`config.mk`:
```
export PLATFORM = sky130hd
export DESIGN_NAME = lst_selftest_regs
export DESIGN_NICKNAME = d
export VERILOG_FILES = /design/src/pkg/lst_pkg.sv /design/src/logic/lst_unit_timer.sv /design/src/logic/lst_selftest_regs.sv
export SDC_FILE = /design/constraint.sdc
export NUM_CORES = 1
export LEC_CHECK = 0
export BUFFER_PORTS_ARGS = -buffer_cell sky130_fd_sc_hd__buf_2
export CAP_MARGIN = 40
export CORE_MARGIN = 3
export CORE_UTILIZATION = 54
export DETAILED_ROUTE_END_ITERATION = 12
export PLACE_DENSITY = 0.76
export SLEW_MARGIN = 20
export SYNTH_ARGS = -nofsm -noshare
export SYNTH_HDL_FRONTEND = slang
export SYNTH_SLANG_ARGS = --single-unit
export TNS_END_PERCENT = 100
```
`constraint.sdc`:
```
create_clock -name mclk -period 5.7 [get_ports mclk]
set_input_delay 0.285 -clock mclk [delete_from_list [all_inputs] [get_ports mclk]]
set_output_delay 0.285 -clock mclk [all_outputs]
set_load 0.01 [all_outputs]
```
`src/pkg/lst_pkg.sv`:
```
// lst_pkg: constants, field layout and carrier types of the link self-test and i2c timing register bank.
// assumes a single 10 MHz clock domain and an axi4-lite master holding 32-bit aligned words.
// Overview of operation
// - output mode 00 no toggling, 01 alternating one/zero, 1x self-test data toggling.
// - with automatic receive clock set, oscillator frequency comes from control bits 5-4.
// - frequency codes: 00 50 MHz, 01 25 MHz, 10 10 MHz, 11 reserved.
// - pin-configuration bit 1 takes settings from pins, 0 from control bits 2-0.
// - on self-test enable, clock source is written to remote register 0x14.
// - control bit 0 enables self-test; it resets to zero.
// - read-only error count returns the port picked by the second port select.
// - as i2c controller, scl high lasts the high count in 50 ns units.
// - as i2c controller, scl low lasts the low count in 50 ns units.
// - default counts give at least 5 us with the oscillator at 26 MHz.
package lst_pkg;
  localparam int CLK_NS = 100;
  localparam int UNIT_NS = 50;
  localparam int NOM_OSC_MHZ = 20;
  localparam int FAST_OSC_MHZ = 26;
  localparam int MIN_SCL_NS = 5000;

  // register indices; the byte address is four times the index
  localparam logic [7:0] IDX_CTRL = 8'h24;
  localparam logic [7:0] IDX_ERR = 8'h25;
  localparam logic [7:0] IDX_HIGH = 8'h26;
  localparam logic [7:0] IDX_LOW = 8'h27;
  localparam logic [7:0] IDX_DP2 = 8'h28;
  localparam logic [7:0] IDX_AUX = 8'h30;
  localparam logic [7:0] IDX_IST = 8'h31;
  localparam logic [7:0] IDX_ICLR = 8'h32;
  localparam logic [7:0] IDX_IEN = 8'h33;

  localparam logic [7:0] CTRL_RST = 8'h08;
  localparam logic [7:0] HIGH_RST = 8'h83;
  localparam logic [7:0] LOW_RST = 8'h84;
  localparam logic [7:0] DP2_RST = 8'h20;
  localparam logic [7:0] AUX_RST = 8'h00;
  localparam logic [7:0] SCL_MIN = 8'h07;

  localparam int CTRL_MODE_LSB = 6;
  localparam int CTRL_FREQ_LSB = 4;
  localparam int CTRL_PIN_BIT = 3;
  localparam int CTRL_CSRC_LSB = 1;
  localparam int CTRL_EN_BIT = 0;
  localparam int AUX_AUTO_BIT = 5;
  localparam int AUX_PORT_BIT = 0;

  localparam logic [1:0] MODE_NONE = 2'h0;
  localparam logic [1:0] MODE_ALT = 2'h1;
  localparam logic [1:0] FREQ_50 = 2'h0;
  localparam logic [1:0] FREQ_25 = 2'h1;
  localparam logic [1:0] FREQ_10 = 2'h2;
  localparam logic [1:0] FREQ_RSV = 2'h3;

  localparam logic [7:0] REMOTE_CSRC_ADDR = 8'h14;

  localparam int IRQ_W = 4;
  localparam int IRQ_REMOTE_DONE = 0;
  localparam int IRQ_ERR_SAT = 1;
  localparam int IRQ_FREQ_RSV = 2;
  localparam int IRQ_SCL_MIN = 3;

  localparam logic [1:0] RESP_OKAY = 2'h0;
  localparam logic [1:0] RESP_DECERR = 2'h3;
  localparam int ADDR_W = 8;

  typedef struct packed {
    logic awvalid;
    logic [ADDR_W-1:0] awaddr;
    logic wvalid;
    logic [31:0] wdata;
    logic [3:0] wstrb;
    logic bready;
    logic arvalid;
    logic [ADDR_W-1:0] araddr;
    logic rready;
  } lst_axi_req_s;

  typedef struct packed {
    logic awready;
    logic wready;
    logic bvalid;
    logic [1:0] bresp;
    logic arready;
    logic rvalid;
    logic [31:0] rdata;
    logic [1:0] rresp;
  } lst_axi_rsp_s;

  typedef struct packed {
    logic valid;
    logic [7:0] addr;
    logic [1:0] clk_src;
  } lst_remote_wr_s;
endpackage

```
`src/logic/lst_unit_timer.sv`:
```
// lst_unit_timer: measures a length given in 50 ns units against the 100 ns clock.
// assumes start is a one-cycle request from logic on the same clock.
module lst_unit_timer
  import lst_pkg::*;
#(
  parameter int LEN_W = 8
) (
  input wire logic mclk,
  input wire logic sys_rst,
  input wire logic ce,
  input wire logic start,
  input wire logic [LEN_W-1:0] len,
  output logic busy,
  output logic done
);
  localparam int NS_W = LEN_W + 8;

  typedef struct packed {
    logic busy;
    logic [LEN_W-1:0] len;
    logic [NS_W-1:0] acc;
  } lst_tmr_s;

  lst_tmr_s st_reg;
  lst_tmr_s st_next;
  logic [NS_W-1:0] target_ns;

  // least time: the phase ends at the first edge where elapsed time reaches the target
  assign target_ns = NS_W'(st_reg.len) * NS_W'(UNIT_NS);
  assign done = st_reg.busy && ((st_reg.acc + NS_W'(CLK_NS)) >= target_ns);
  assign busy = st_reg.busy;

  always_comb begin
    st_next = st_reg;
    if (done) begin
      st_next.busy = 1'b0;
    end
    if (start) begin
      st_next.busy = 1'b1;
      st_next.acc = '0;
      st_next.len = len;
    end else if (st_reg.busy) begin
      st_next.acc = st_reg.acc + NS_W'(CLK_NS);
    end
  end

  always_ff @(posedge mclk) begin
    if (sys_rst) begin
      st_reg <= '0;
    end else if (ce) begin
      st_reg <= st_next;
    end
  end
endmodule

```
`src/logic/lst_selftest_regs.sv`:
```
// lst_selftest_regs: self-test control, error count, oscillator select and i2c scl timing registers.
// assumes an axi4-lite master on mclk, self-test pins from outside the clock domain,
// and port error pulses, remote write ready and i2c requests from logic on mclk.
//
// Decided for this implementation: the AXI4-Lite register port.
module lst_selftest_regs
  import lst_pkg::*;
#(
  parameter int PORTS = 2
) (
  input wire logic mclk,
  input wire logic sys_rst,
  input wire logic ce,
  input wire lst_axi_req_s axi_req,
  output lst_axi_rsp_s axi_rsp,
  output logic irq,
  input wire logic [2:0] selftest_pin_cfg,
  input wire logic [PORTS-1:0] port_err,
  output lst_remote_wr_s remote_wr,
  input wire logic remote_wr_ready,
  output logic selftest_active,
  output logic out_toggle_alt,
  output logic out_toggle_data,
  output logic rx_clk_auto,
  output logic [1:0] rx_clk_freq_sel,
  output logic [7:0] datapath_control_second,
  input wire logic i2c_ctl_en,
  output logic scl_o,
  output logic scl_oe,
  input wire logic sda_setup_req,
  output logic sda_setup_wait,
  output logic scl_release
);
  typedef struct packed {
    logic [7:0] ctrl;
    logic [7:0] high_w;
    logic [7:0] low_w;
    logic [7:0] dp2;
    logic [7:0] aux;
    logic [IRQ_W-1:0] ist;
    logic [IRQ_W-1:0] ien;
    logic [PORTS-1:0][7:0] cnt;
    logic en_prev;
    logic rw_valid;
    logic [1:0] rw_src;
    logic scl_active;
    logic low_phase;
    logic [2:0] pin_s1;
    logic [2:0] pin_s2;
    logic aw_have;
    logic [ADDR_W-1:0] awaddr;
    logic w_have;
    logic [7:0] wdata;
    logic wstrb0;
    logic bvalid;
    logic [1:0] bresp;
    logic rvalid;
    logic [7:0] rdata;
    logic [1:0] rresp;
  } lst_state_s;

  lst_state_s st_reg;
  lst_state_s st_next;

  logic [2:0] eff_cfg;
  logic eff_en;
  logic port_sel;
  logic wr_go;
  logic rd_go;
  logic [5:0] wr_idx;
  logic [5:0] rd_idx;
  logic scl_start;
  logic scl_busy;
  logic scl_done;
  logic [7:0] scl_len;
  logic next_low;
  logic setup_start;
  logic setup_busy;
  logic setup_done;

  // pin settings are synchronised; register settings apply directly
  assign eff_cfg = st_reg.ctrl[CTRL_PIN_BIT] ? st_reg.pin_s2 : st_reg.ctrl[2:0];
  assign eff_en = eff_cfg[CTRL_EN_BIT];
  assign port_sel = st_reg.aux[AUX_PORT_BIT];
  assign wr_go = st_reg.aw_have && st_reg.w_have && !st_reg.bvalid;
  assign rd_go = axi_req.arvalid && !st_reg.rvalid;
  assign wr_idx = st_reg.awaddr[7:2];
  assign rd_idx = axi_req.araddr[7:2];

  // scl phases run back to back: each done restarts the timer for the opposite phase
  assign scl_start = i2c_ctl_en && (!scl_busy || scl_done);
  assign next_low = st_reg.scl_active && (scl_done ? !st_reg.low_phase : st_reg.low_phase);
  assign scl_len = next_low ? st_reg.low_w : st_reg.high_w;
  // a setup request that arrives while one is timing is dropped
  assign setup_start = sda_setup_req && !setup_busy;

  lst_unit_timer #(.LEN_W(8)) u_scl_timer (
    .mclk(mclk),
    .sys_rst(sys_rst),
    .ce(ce),
    .start(scl_start),
    .len(scl_len),
    .busy(scl_busy),
    .done(scl_done)
  );

  lst_unit_timer #(.LEN_W(8)) u_setup_timer (
    .mclk(mclk),
    .sys_rst(sys_rst),
    .ce(ce),
    .start(setup_start),
    .len(st_reg.low_w),
    .busy(setup_busy),
    .done(setup_done)
  );

  always_comb begin
    logic [IRQ_W-1:0] set_v;
    logic [IRQ_W-1:0] clr_v;
    set_v = '0;
    clr_v = '0;
    st_next = st_reg;
    st_next.pin_s1 = selftest_pin_cfg;
    st_next.pin_s2 = st_reg.pin_s1;
    st_next.en_prev = eff_en;

    // error counters count only during a run and saturate at all ones
    for (int p = 0; p < PORTS; p++) begin
      if (eff_en && !st_reg.en_prev) begin
        st_next.cnt[p] = '0;
      end else if (eff_en && port_err[p] && st_reg.cnt[p] != 8'hff) begin
        st_next.cnt[p] = st_reg.cnt[p] + 8'h01;
        if (st_reg.cnt[p] == 8'hfe) begin
          set_v[IRQ_ERR_SAT] = 1'b1;
        end
      end
    end

    // forward the clock source to the remote side once per enable
    if (st_reg.rw_valid && remote_wr_ready) begin
      st_next.rw_valid = 1'b0;
      set_v[IRQ_REMOTE_DONE] = 1'b1;
    end
    if (eff_en && !st_reg.en_prev && !st_reg.rw_valid) begin
      st_next.rw_valid = 1'b1;
      st_next.rw_src = eff_cfg[2:1];
    end

    // scl generator phase tracking
    if (!i2c_ctl_en) begin
      st_next.scl_active = 1'b0;
      st_next.low_phase = 1'b0;
    end else if (scl_start) begin
      st_next.scl_active = 1'b1;
      st_next.low_phase = next_low;
    end

    // axi write channel: address and data are taken independently
    if (axi_req.awvalid && !st_reg.aw_have && !st_reg.bvalid) begin
      st_next.aw_have = 1'b1;
      st_next.awaddr = axi_req.awaddr;
    end
    if (axi_req.wvalid && !st_reg.w_have && !st_reg.bvalid) begin
      st_next.w_have = 1'b1;
      st_next.wdata = axi_req.wdata[7:0];
      st_next.wstrb0 = axi_req.wstrb[0];
    end
    if (st_reg.bvalid && axi_req.bready) begin
      st_next.bvalid = 1'b0;
    end
    if (wr_go) begin
      st_next.aw_have = 1'b0;
      st_next.w_have = 1'b0;
      st_next.bvalid = 1'b1;
      st_next.bresp = RESP_OKAY;
      unique case (wr_idx)
        IDX_CTRL[5:0]: begin
          if (st_reg.wstrb0) begin
            st_next.ctrl = st_reg.wdata;
            if (st_reg.wdata[CTRL_FREQ_LSB+:2] == FREQ_RSV) begin
              set_v[IRQ_FREQ_RSV] = 1'b1;
            end
          end
        end
        IDX_HIGH[5:0]: begin
          if (st_reg.wstrb0) begin
            st_next.high_w = st_reg.wdata;
            // the value is kept as written; the flag only warns software
            if (st_reg.wdata < SCL_MIN) begin
              set_v[IRQ_SCL_MIN] = 1'b1;
            end
          end
        end
        IDX_LOW[5:0]: begin
          if (st_reg.wstrb0) begin
            st_next.low_w = st_reg.wdata;
          end
        end
        IDX_DP2[5:0]: begin
          if (st_reg.wstrb0) begin
            st_next.dp2 = st_reg.wdata;
          end
        end
        IDX_AUX[5:0]: begin
          if (st_reg.wstrb0) begin
            st_next.aux = st_reg.wdata;
          end
        end
        IDX_ICLR[5:0]: begin
          if (st_reg.wstrb0) begin
            clr_v = st_reg.wdata[IRQ_W-1:0];
          end
        end
        IDX_IEN[5:0]: begin
          if (st_reg.wstrb0) begin
            st_next.ien = st_reg.wdata[IRQ_W-1:0];
          end
        end
        IDX_ERR[5:0], IDX_IST[5:0]: begin
          st_next.bresp = RESP_OKAY;
        end
        default: begin
          st_next.bresp = RESP_DECERR;
        end
      endcase
    end

    // a new event wins over a clear in the same cycle
    st_next.ist = (st_reg.ist & ~clr_v) | set_v;

    // axi read channel: answer one cycle after the address is taken
    if (st_reg.rvalid && axi_req.rready) begin
      st_next.rvalid = 1'b0;
    end
    if (rd_go) begin
      st_next.rvalid = 1'b1;
      st_next.rresp = RESP_OKAY;
      st_next.rdata = 8'h00;
      unique case (rd_idx)
        IDX_CTRL[5:0]: st_next.rdata = st_reg.ctrl;
        IDX_ERR[5:0]: st_next.rdata = st_reg.cnt[port_sel];
        IDX_HIGH[5:0]: st_next.rdata = st_reg.high_w;
        IDX_LOW[5:0]: st_next.rdata = st_reg.low_w;
        IDX_DP2[5:0]: st_next.rdata = st_reg.dp2;
        IDX_AUX[5:0]: st_next.rdata = st_reg.aux;
        IDX_IST[5:0]: st_next.rdata = 8'(st_reg.ist);
        IDX_ICLR[5:0]: st_next.rdata = 8'h00;
        IDX_IEN[5:0]: st_next.rdata = 8'(st_reg.ien);
        default: st_next.rresp = RESP_DECERR;
      endcase
    end
  end

  always_ff @(posedge mclk) begin
    if (sys_rst) begin
      st_reg <= '0;
      st_reg.ctrl <= CTRL_RST;
      st_reg.high_w <= HIGH_RST;
      st_reg.low_w <= LOW_RST;
      st_reg.dp2 <= DP2_RST;
      st_reg.aux <= AUX_RST;
    end else if (ce) begin
      st_reg <= st_next;
    end
  end

  // readies drop with ce so that no transfer is taken while the state is frozen
  assign axi_rsp.awready = ce && !st_reg.aw_have && !st_reg.bvalid;
  assign axi_rsp.wready = ce && !st_reg.w_have && !st_reg.bvalid;
  assign axi_rsp.bvalid = st_reg.bvalid;
  assign axi_rsp.bresp = st_reg.bresp;
  assign axi_rsp.arready = ce && !st_reg.rvalid;
  assign axi_rsp.rvalid = st_reg.rvalid;
  assign axi_rsp.rdata = {24'h000000, st_reg.rdata};
  assign axi_rsp.rresp = st_reg.rresp;

  assign irq = |(st_reg.ist & st_reg.ien);
  assign remote_wr.valid = st_reg.rw_valid;
  assign remote_wr.addr = REMOTE_CSRC_ADDR;
  assign remote_wr.clk_src = st_reg.rw_src;
  assign selftest_active = eff_en;
  // code 1x toggles from self-test data, 01 alternates, 00 holds still
  assign out_toggle_alt = (st_reg.ctrl[CTRL_MODE_LSB+:2] == MODE_ALT);
  assign out_toggle_data = st_reg.ctrl[CTRL_MODE_LSB+1];
  assign rx_clk_auto = st_reg.aux[AUX_AUTO_BIT];
  // with the automatic clock off the oscillator idles at its first code
  assign rx_clk_freq_sel = rx_clk_auto ? st_reg.ctrl[CTRL_FREQ_LSB+:2] : FREQ_50;
  assign datapath_control_second = st_reg.dp2;
  // open-drain scl: pulled low only during the low phase
  assign scl_o = 1'b0;
  assign scl_oe = st_reg.scl_active && st_reg.low_phase;
  assign sda_setup_wait = setup_busy;
  assign scl_release = setup_done;

  // assertion helpers: expected phase length and cycles counted per timer run
  function automatic int exp_cycles(input logic [7:0] len);
    int n;
    n = (int'(len) * UNIT_NS + CLK_NS - 1) / CLK_NS;
    return (n < 1) ? 1 : n;
  endfunction

  logic [7:0] scl_snap;
  logic [7:0] setup_snap;
  logic [15:0] scl_cyc;
  logic [15:0] setup_cyc;
  always_ff @(posedge mclk) begin
    if (sys_rst) begin
      scl_snap <= 8'h00;
      setup_snap <= 8'h00;
      scl_cyc <= 16'h0000;
      setup_cyc <= 16'h0000;
    end else if (ce) begin
      if (scl_start) begin
        scl_snap <= scl_len;
        scl_cyc <= 16'h0000;
      end else if (scl_busy) begin
        scl_cyc <= scl_cyc + 16'h0001;
      end
      if (setup_start) begin
        setup_snap <= st_reg.low_w;
        setup_cyc <= 16'h0000;
      end else if (setup_busy) begin
        setup_cyc <= setup_cyc + 16'h0001;
      end
    end
  end
endmodule

```
==> flow_metrics.env <==
export IMPL_hpwlAfterDp_um=15400
export IMPL_max_slew_margin_rel_pct=42.7
export IMPL_setup_ws_ns=0.737
export IMPL_reg2regPathDepth=19
export IMPL_gp_congestion=0.898
export IMPL_cap_viol_max_count=0
export IMPL_start_util_pct=56.1
export IMPL_syn_cell_area_mm2=0.00948
export IMPL_register_area_mm2=0.00302
export IMPL_synth_most_common_cell="dfxtp_1"
export IMPL_post_cts_resized=0
export IMPL_cp_required_ns=6.04
export IMPL_area_growth_pct=8.13
export IMPL_fill_cells=1445
export IMPL_core_area_mm2=0.0169
export IMPL_timing_rr_start="u_scl_timer.st_reg[19]"
export IMPL_peakVddDrop_uv=242
export IMPL_worst_setup_path_type="reg -> reg"
export IMPL_fin_crit_sh_pct=87.1
export IMPL_fin_skew_ns=0.0138
export IMPL_largest_reg_flops=76
export IMPL_cp_end_kind="flip-flop"
export IMPL_synth_compound_area_share_pct=15.1
export IMPL_fmax_mhz=201
export IMPL_grt_max_degree=72
export IMPL_ys_warn_count=0
export IMPL_numPortBuffers=74
export IMPL_synth_seq_cells=151
export IMPL_grt_pass1_vias=7188
export IMPL_cts_tree="done"
export IMPL_drtAntennaViolNets=0
export IMPL_drtPass1Iterations=5
export IMPL_nets=1293
export IMPL_clock_tree_buffer_depth=2
export IMPL_viasPerCell=5.64
export IMPL_path_clk_slew_ns=0.07
export IMPL_num_rows=47
export IMPL_muxShareOfSynthArea_pct=7.98
export IMPL_cellPowerDensity_mw_per_mm2=244
export IMPL_die_y_um=138
export IMPL_seq_area_frac_synth_pct=31.9
export IMPL_drcViolationCount=0
export IMPL_diodes=0
export IMPL_leakage_nw=4.64
export IMPL_async_flop_share_pct=0
export IMPL_synth_edff_count=0
export IMPL_routed_wl_um=21000
export IMPL_synth_ff_type="dfxtp_1"
export IMPL_synth_xor_area_share_pct=4.53
export IMPL_synth_adder_area_share_pct=12.9
export IMPL_synth_simple_area_share_pct=18.4
export IMPL_io_pins=139
export IMPL_report_final_slew_viol_count=0
export IMPL_hold_path_end="st_reg[21]"
export IMPL_cp_data_arrival_time_ns=5.31
export IMPL_synth_distinct_cells=73
export IMPL_multi_input_area_mm2=0.00571
export IMPL_status="complete, no violations"
export IMPL_hold_path_depth=3
export IMPL_htree_levels=4
export IMPL_synth_top_cell_by_area="dfxtp_1"
export IMPL_cts_setup_buffers=0
export IMPL_grt_ovfl_total=0
export IMPL_r2r_end="u_scl_timer.st_reg[17]"
export IMPL_drive_gt1_share_pct=13.1
export IMPL_antenna_found_initial=0
export IMPL_drt_iter0_drc=369
export IMPL_grtUsageTotal_pct=21.5
export IMPL_setup_violations=0
export IMPL_hold_class="in -> reg"
export IMPL_routedWlPerCell_um=15.4
export IMPL_rsz0062_at_grt="no"
export IMPL_grt_pass1_wl_um=35000
export IMPL_fin_crit_ns=4.96
export IMPL_num_vias=7696
export IMPL_die_w_um=138
export IMPL_insertion_delay_ns=0.42
export IMPL_cts_made_buffers=17
export IMPL_path_max_fanout=8
export IMPL_yosys_top_cells_area="dfxtp_1 32%, ha_1 12%, mux2i_1 6.9%"
export IMPL_worstSetupStartpoint="u_scl_timer.st_reg[19]"
export IMPL_min_from="axi_req[21]"
export IMPL_startpoint_type="flip-flop"
export IMPL_synth_cells_most_frequent="151 x dfxtp_1, 140 x nor2_1, 98 x nand2_1"
export IMPL_syn_inst=1109
export IMPL_postCtsHoldBufs=0
export IMPL_avgSynthCellArea_um2=8.54
export IMPL_clk_root_buffer_cell="clkbuf_16"
export IMPL_hold_viol=0
export IMPL_final_setup_tns_ns=0
export IMPL_synth_top_area_share_pct=31.9
export IMPL_worstMarginPinSlew_ns=0.847
export IMPL_reg2reg_slack_ns=0.74
export IMPL_cts_sinks=151
export IMPL_place_ws_ns=0.782
export IMPL_dieArea_mm2=0.0192
export IMPL_synth_top_family_by_area="simple AND/OR/NAND/NOR gates"
==> metrics by stage <==
| stage | instance area [µm²] | cells | power, W | hold slack (ns) | utilization [%] |
|---|---|---|---|---|---|
| floorplan | 9590 | 1140 | 0.00132 | 0.421 | - |
| global placement | 9630 | 1330 | 0.00135 | 0.444 | 57.0 |
| detailed placement | 9640 | 1332 | 0.00136 | 0.448 | 57.1 |
| CTS | 10200 | 1364 | 0.00251 | 0.0882 | 60.7 |
| global route | 10200 | 1364 | 0.00259 | 0.0927 | 60.7 |
| finish | 10200 | 1364 | 0.00250 | 0.0908 | 60.7 |
==> power breakdown <==
part	switching, W	internal [W]	leakage [nW]
Sequential	0.0000258	0.00107	1.22
Combinational	0.000148	0.0000928	3.12
Clock	0.000495	0.000664	0.296
Total	0.000668	0.00183	4.64
==> area by class of cell <==
cell class,count,share of cell area (%)
Clock inverter,15,1.77
Tap cell,220,2.69
Multi-Input combinational cell,825,55.7
Timing Repair Buffer,82,4.20
Sequential cell,151,29.5
Clock buffer,17,4.15
Inverter,54,1.98
==> metal layers <==
| layer | wire [µm] | vias up | global-route usage, % |
|---|---|---|---|
| met5 | 0 | - | 0 |
| met4 | 391 | 0 | 5.98 |
| met2 | 10200 | 188 | 36.7 |
| met3 | 991 | 32 | 3.97 |
| li1 | - | 3836 | - |
| met1 | 9440 | 3640 | 28.0 |
==> how the worst max path moves through the flow <==
stage / to / slack, ns / cells after the start
3_3_place_gp: u_scl_timer.st_reg[20] / 0.88 / 19
5_1_grt: u_scl_timer.st_reg[17] / 0.27 / 19
6_report: u_scl_timer.st_reg[17] / 0.74 / 19
4_1_cts: u_scl_timer.st_reg[17] / 0.72 / 19
2_1_floorplan: u_scl_timer.st_reg[16] / 1.35 / 21
3_5_place_dp: u_scl_timer.st_reg[17] / 0.78 / 19
==> layout by cell type (no fill, tap or decap), drive strengths merged, types with 5 or more instances in the layout <==
cell type  count
and3          10
nor2         140
nand2        100
clkbuf        17
a21oi         68
nand4         20
xor2          19
conb          33
a311oi         6
xnor2         30
a21o           7
a211oi         5
o21ai         44
nor3          12
inv           62
o211ai        16
nand2b        10
mux2i         65
a22oi         27
nand3         32
and2          10
mux2           7
buf           82
nor2b          8
fa             6
dfxtp        151
a31oi          5
ha            88
nand3b         5
==> critical path: stages (launching register included) <==
cell	delay, ns
dfxtp_1	0.41
ha_1	0.26
ha_1	0.31
fa_1	0.46
ha_1	0.35
a21oi_1	0.16
nor2_1	0.05
nor2_1	0.15
o21bai_1	0.09
a21oi_1	0.21
o21ai_0	0.14
xnor2_1	0.14
ha_1	0.28
nand3_1	0.10
nor3_1	0.06
nor3_1	0.51
o2111ai_1	0.34
a21oi_1	0.57
nand2_1	0.17
o211ai_2	0.09
==> cells by family after synthesis <==
group / after synthesis
AO/OA/AOI/OAI: 209
XOR/XNOR: 49
adder cells (fa/ha/maj): 94
buffers and inverters: 164
flip-flops: 151
multiplexers: 73
other: 2
AND/OR/NAND/NOR: 367
No activity file was read; power rests on OpenSTA's default activity.
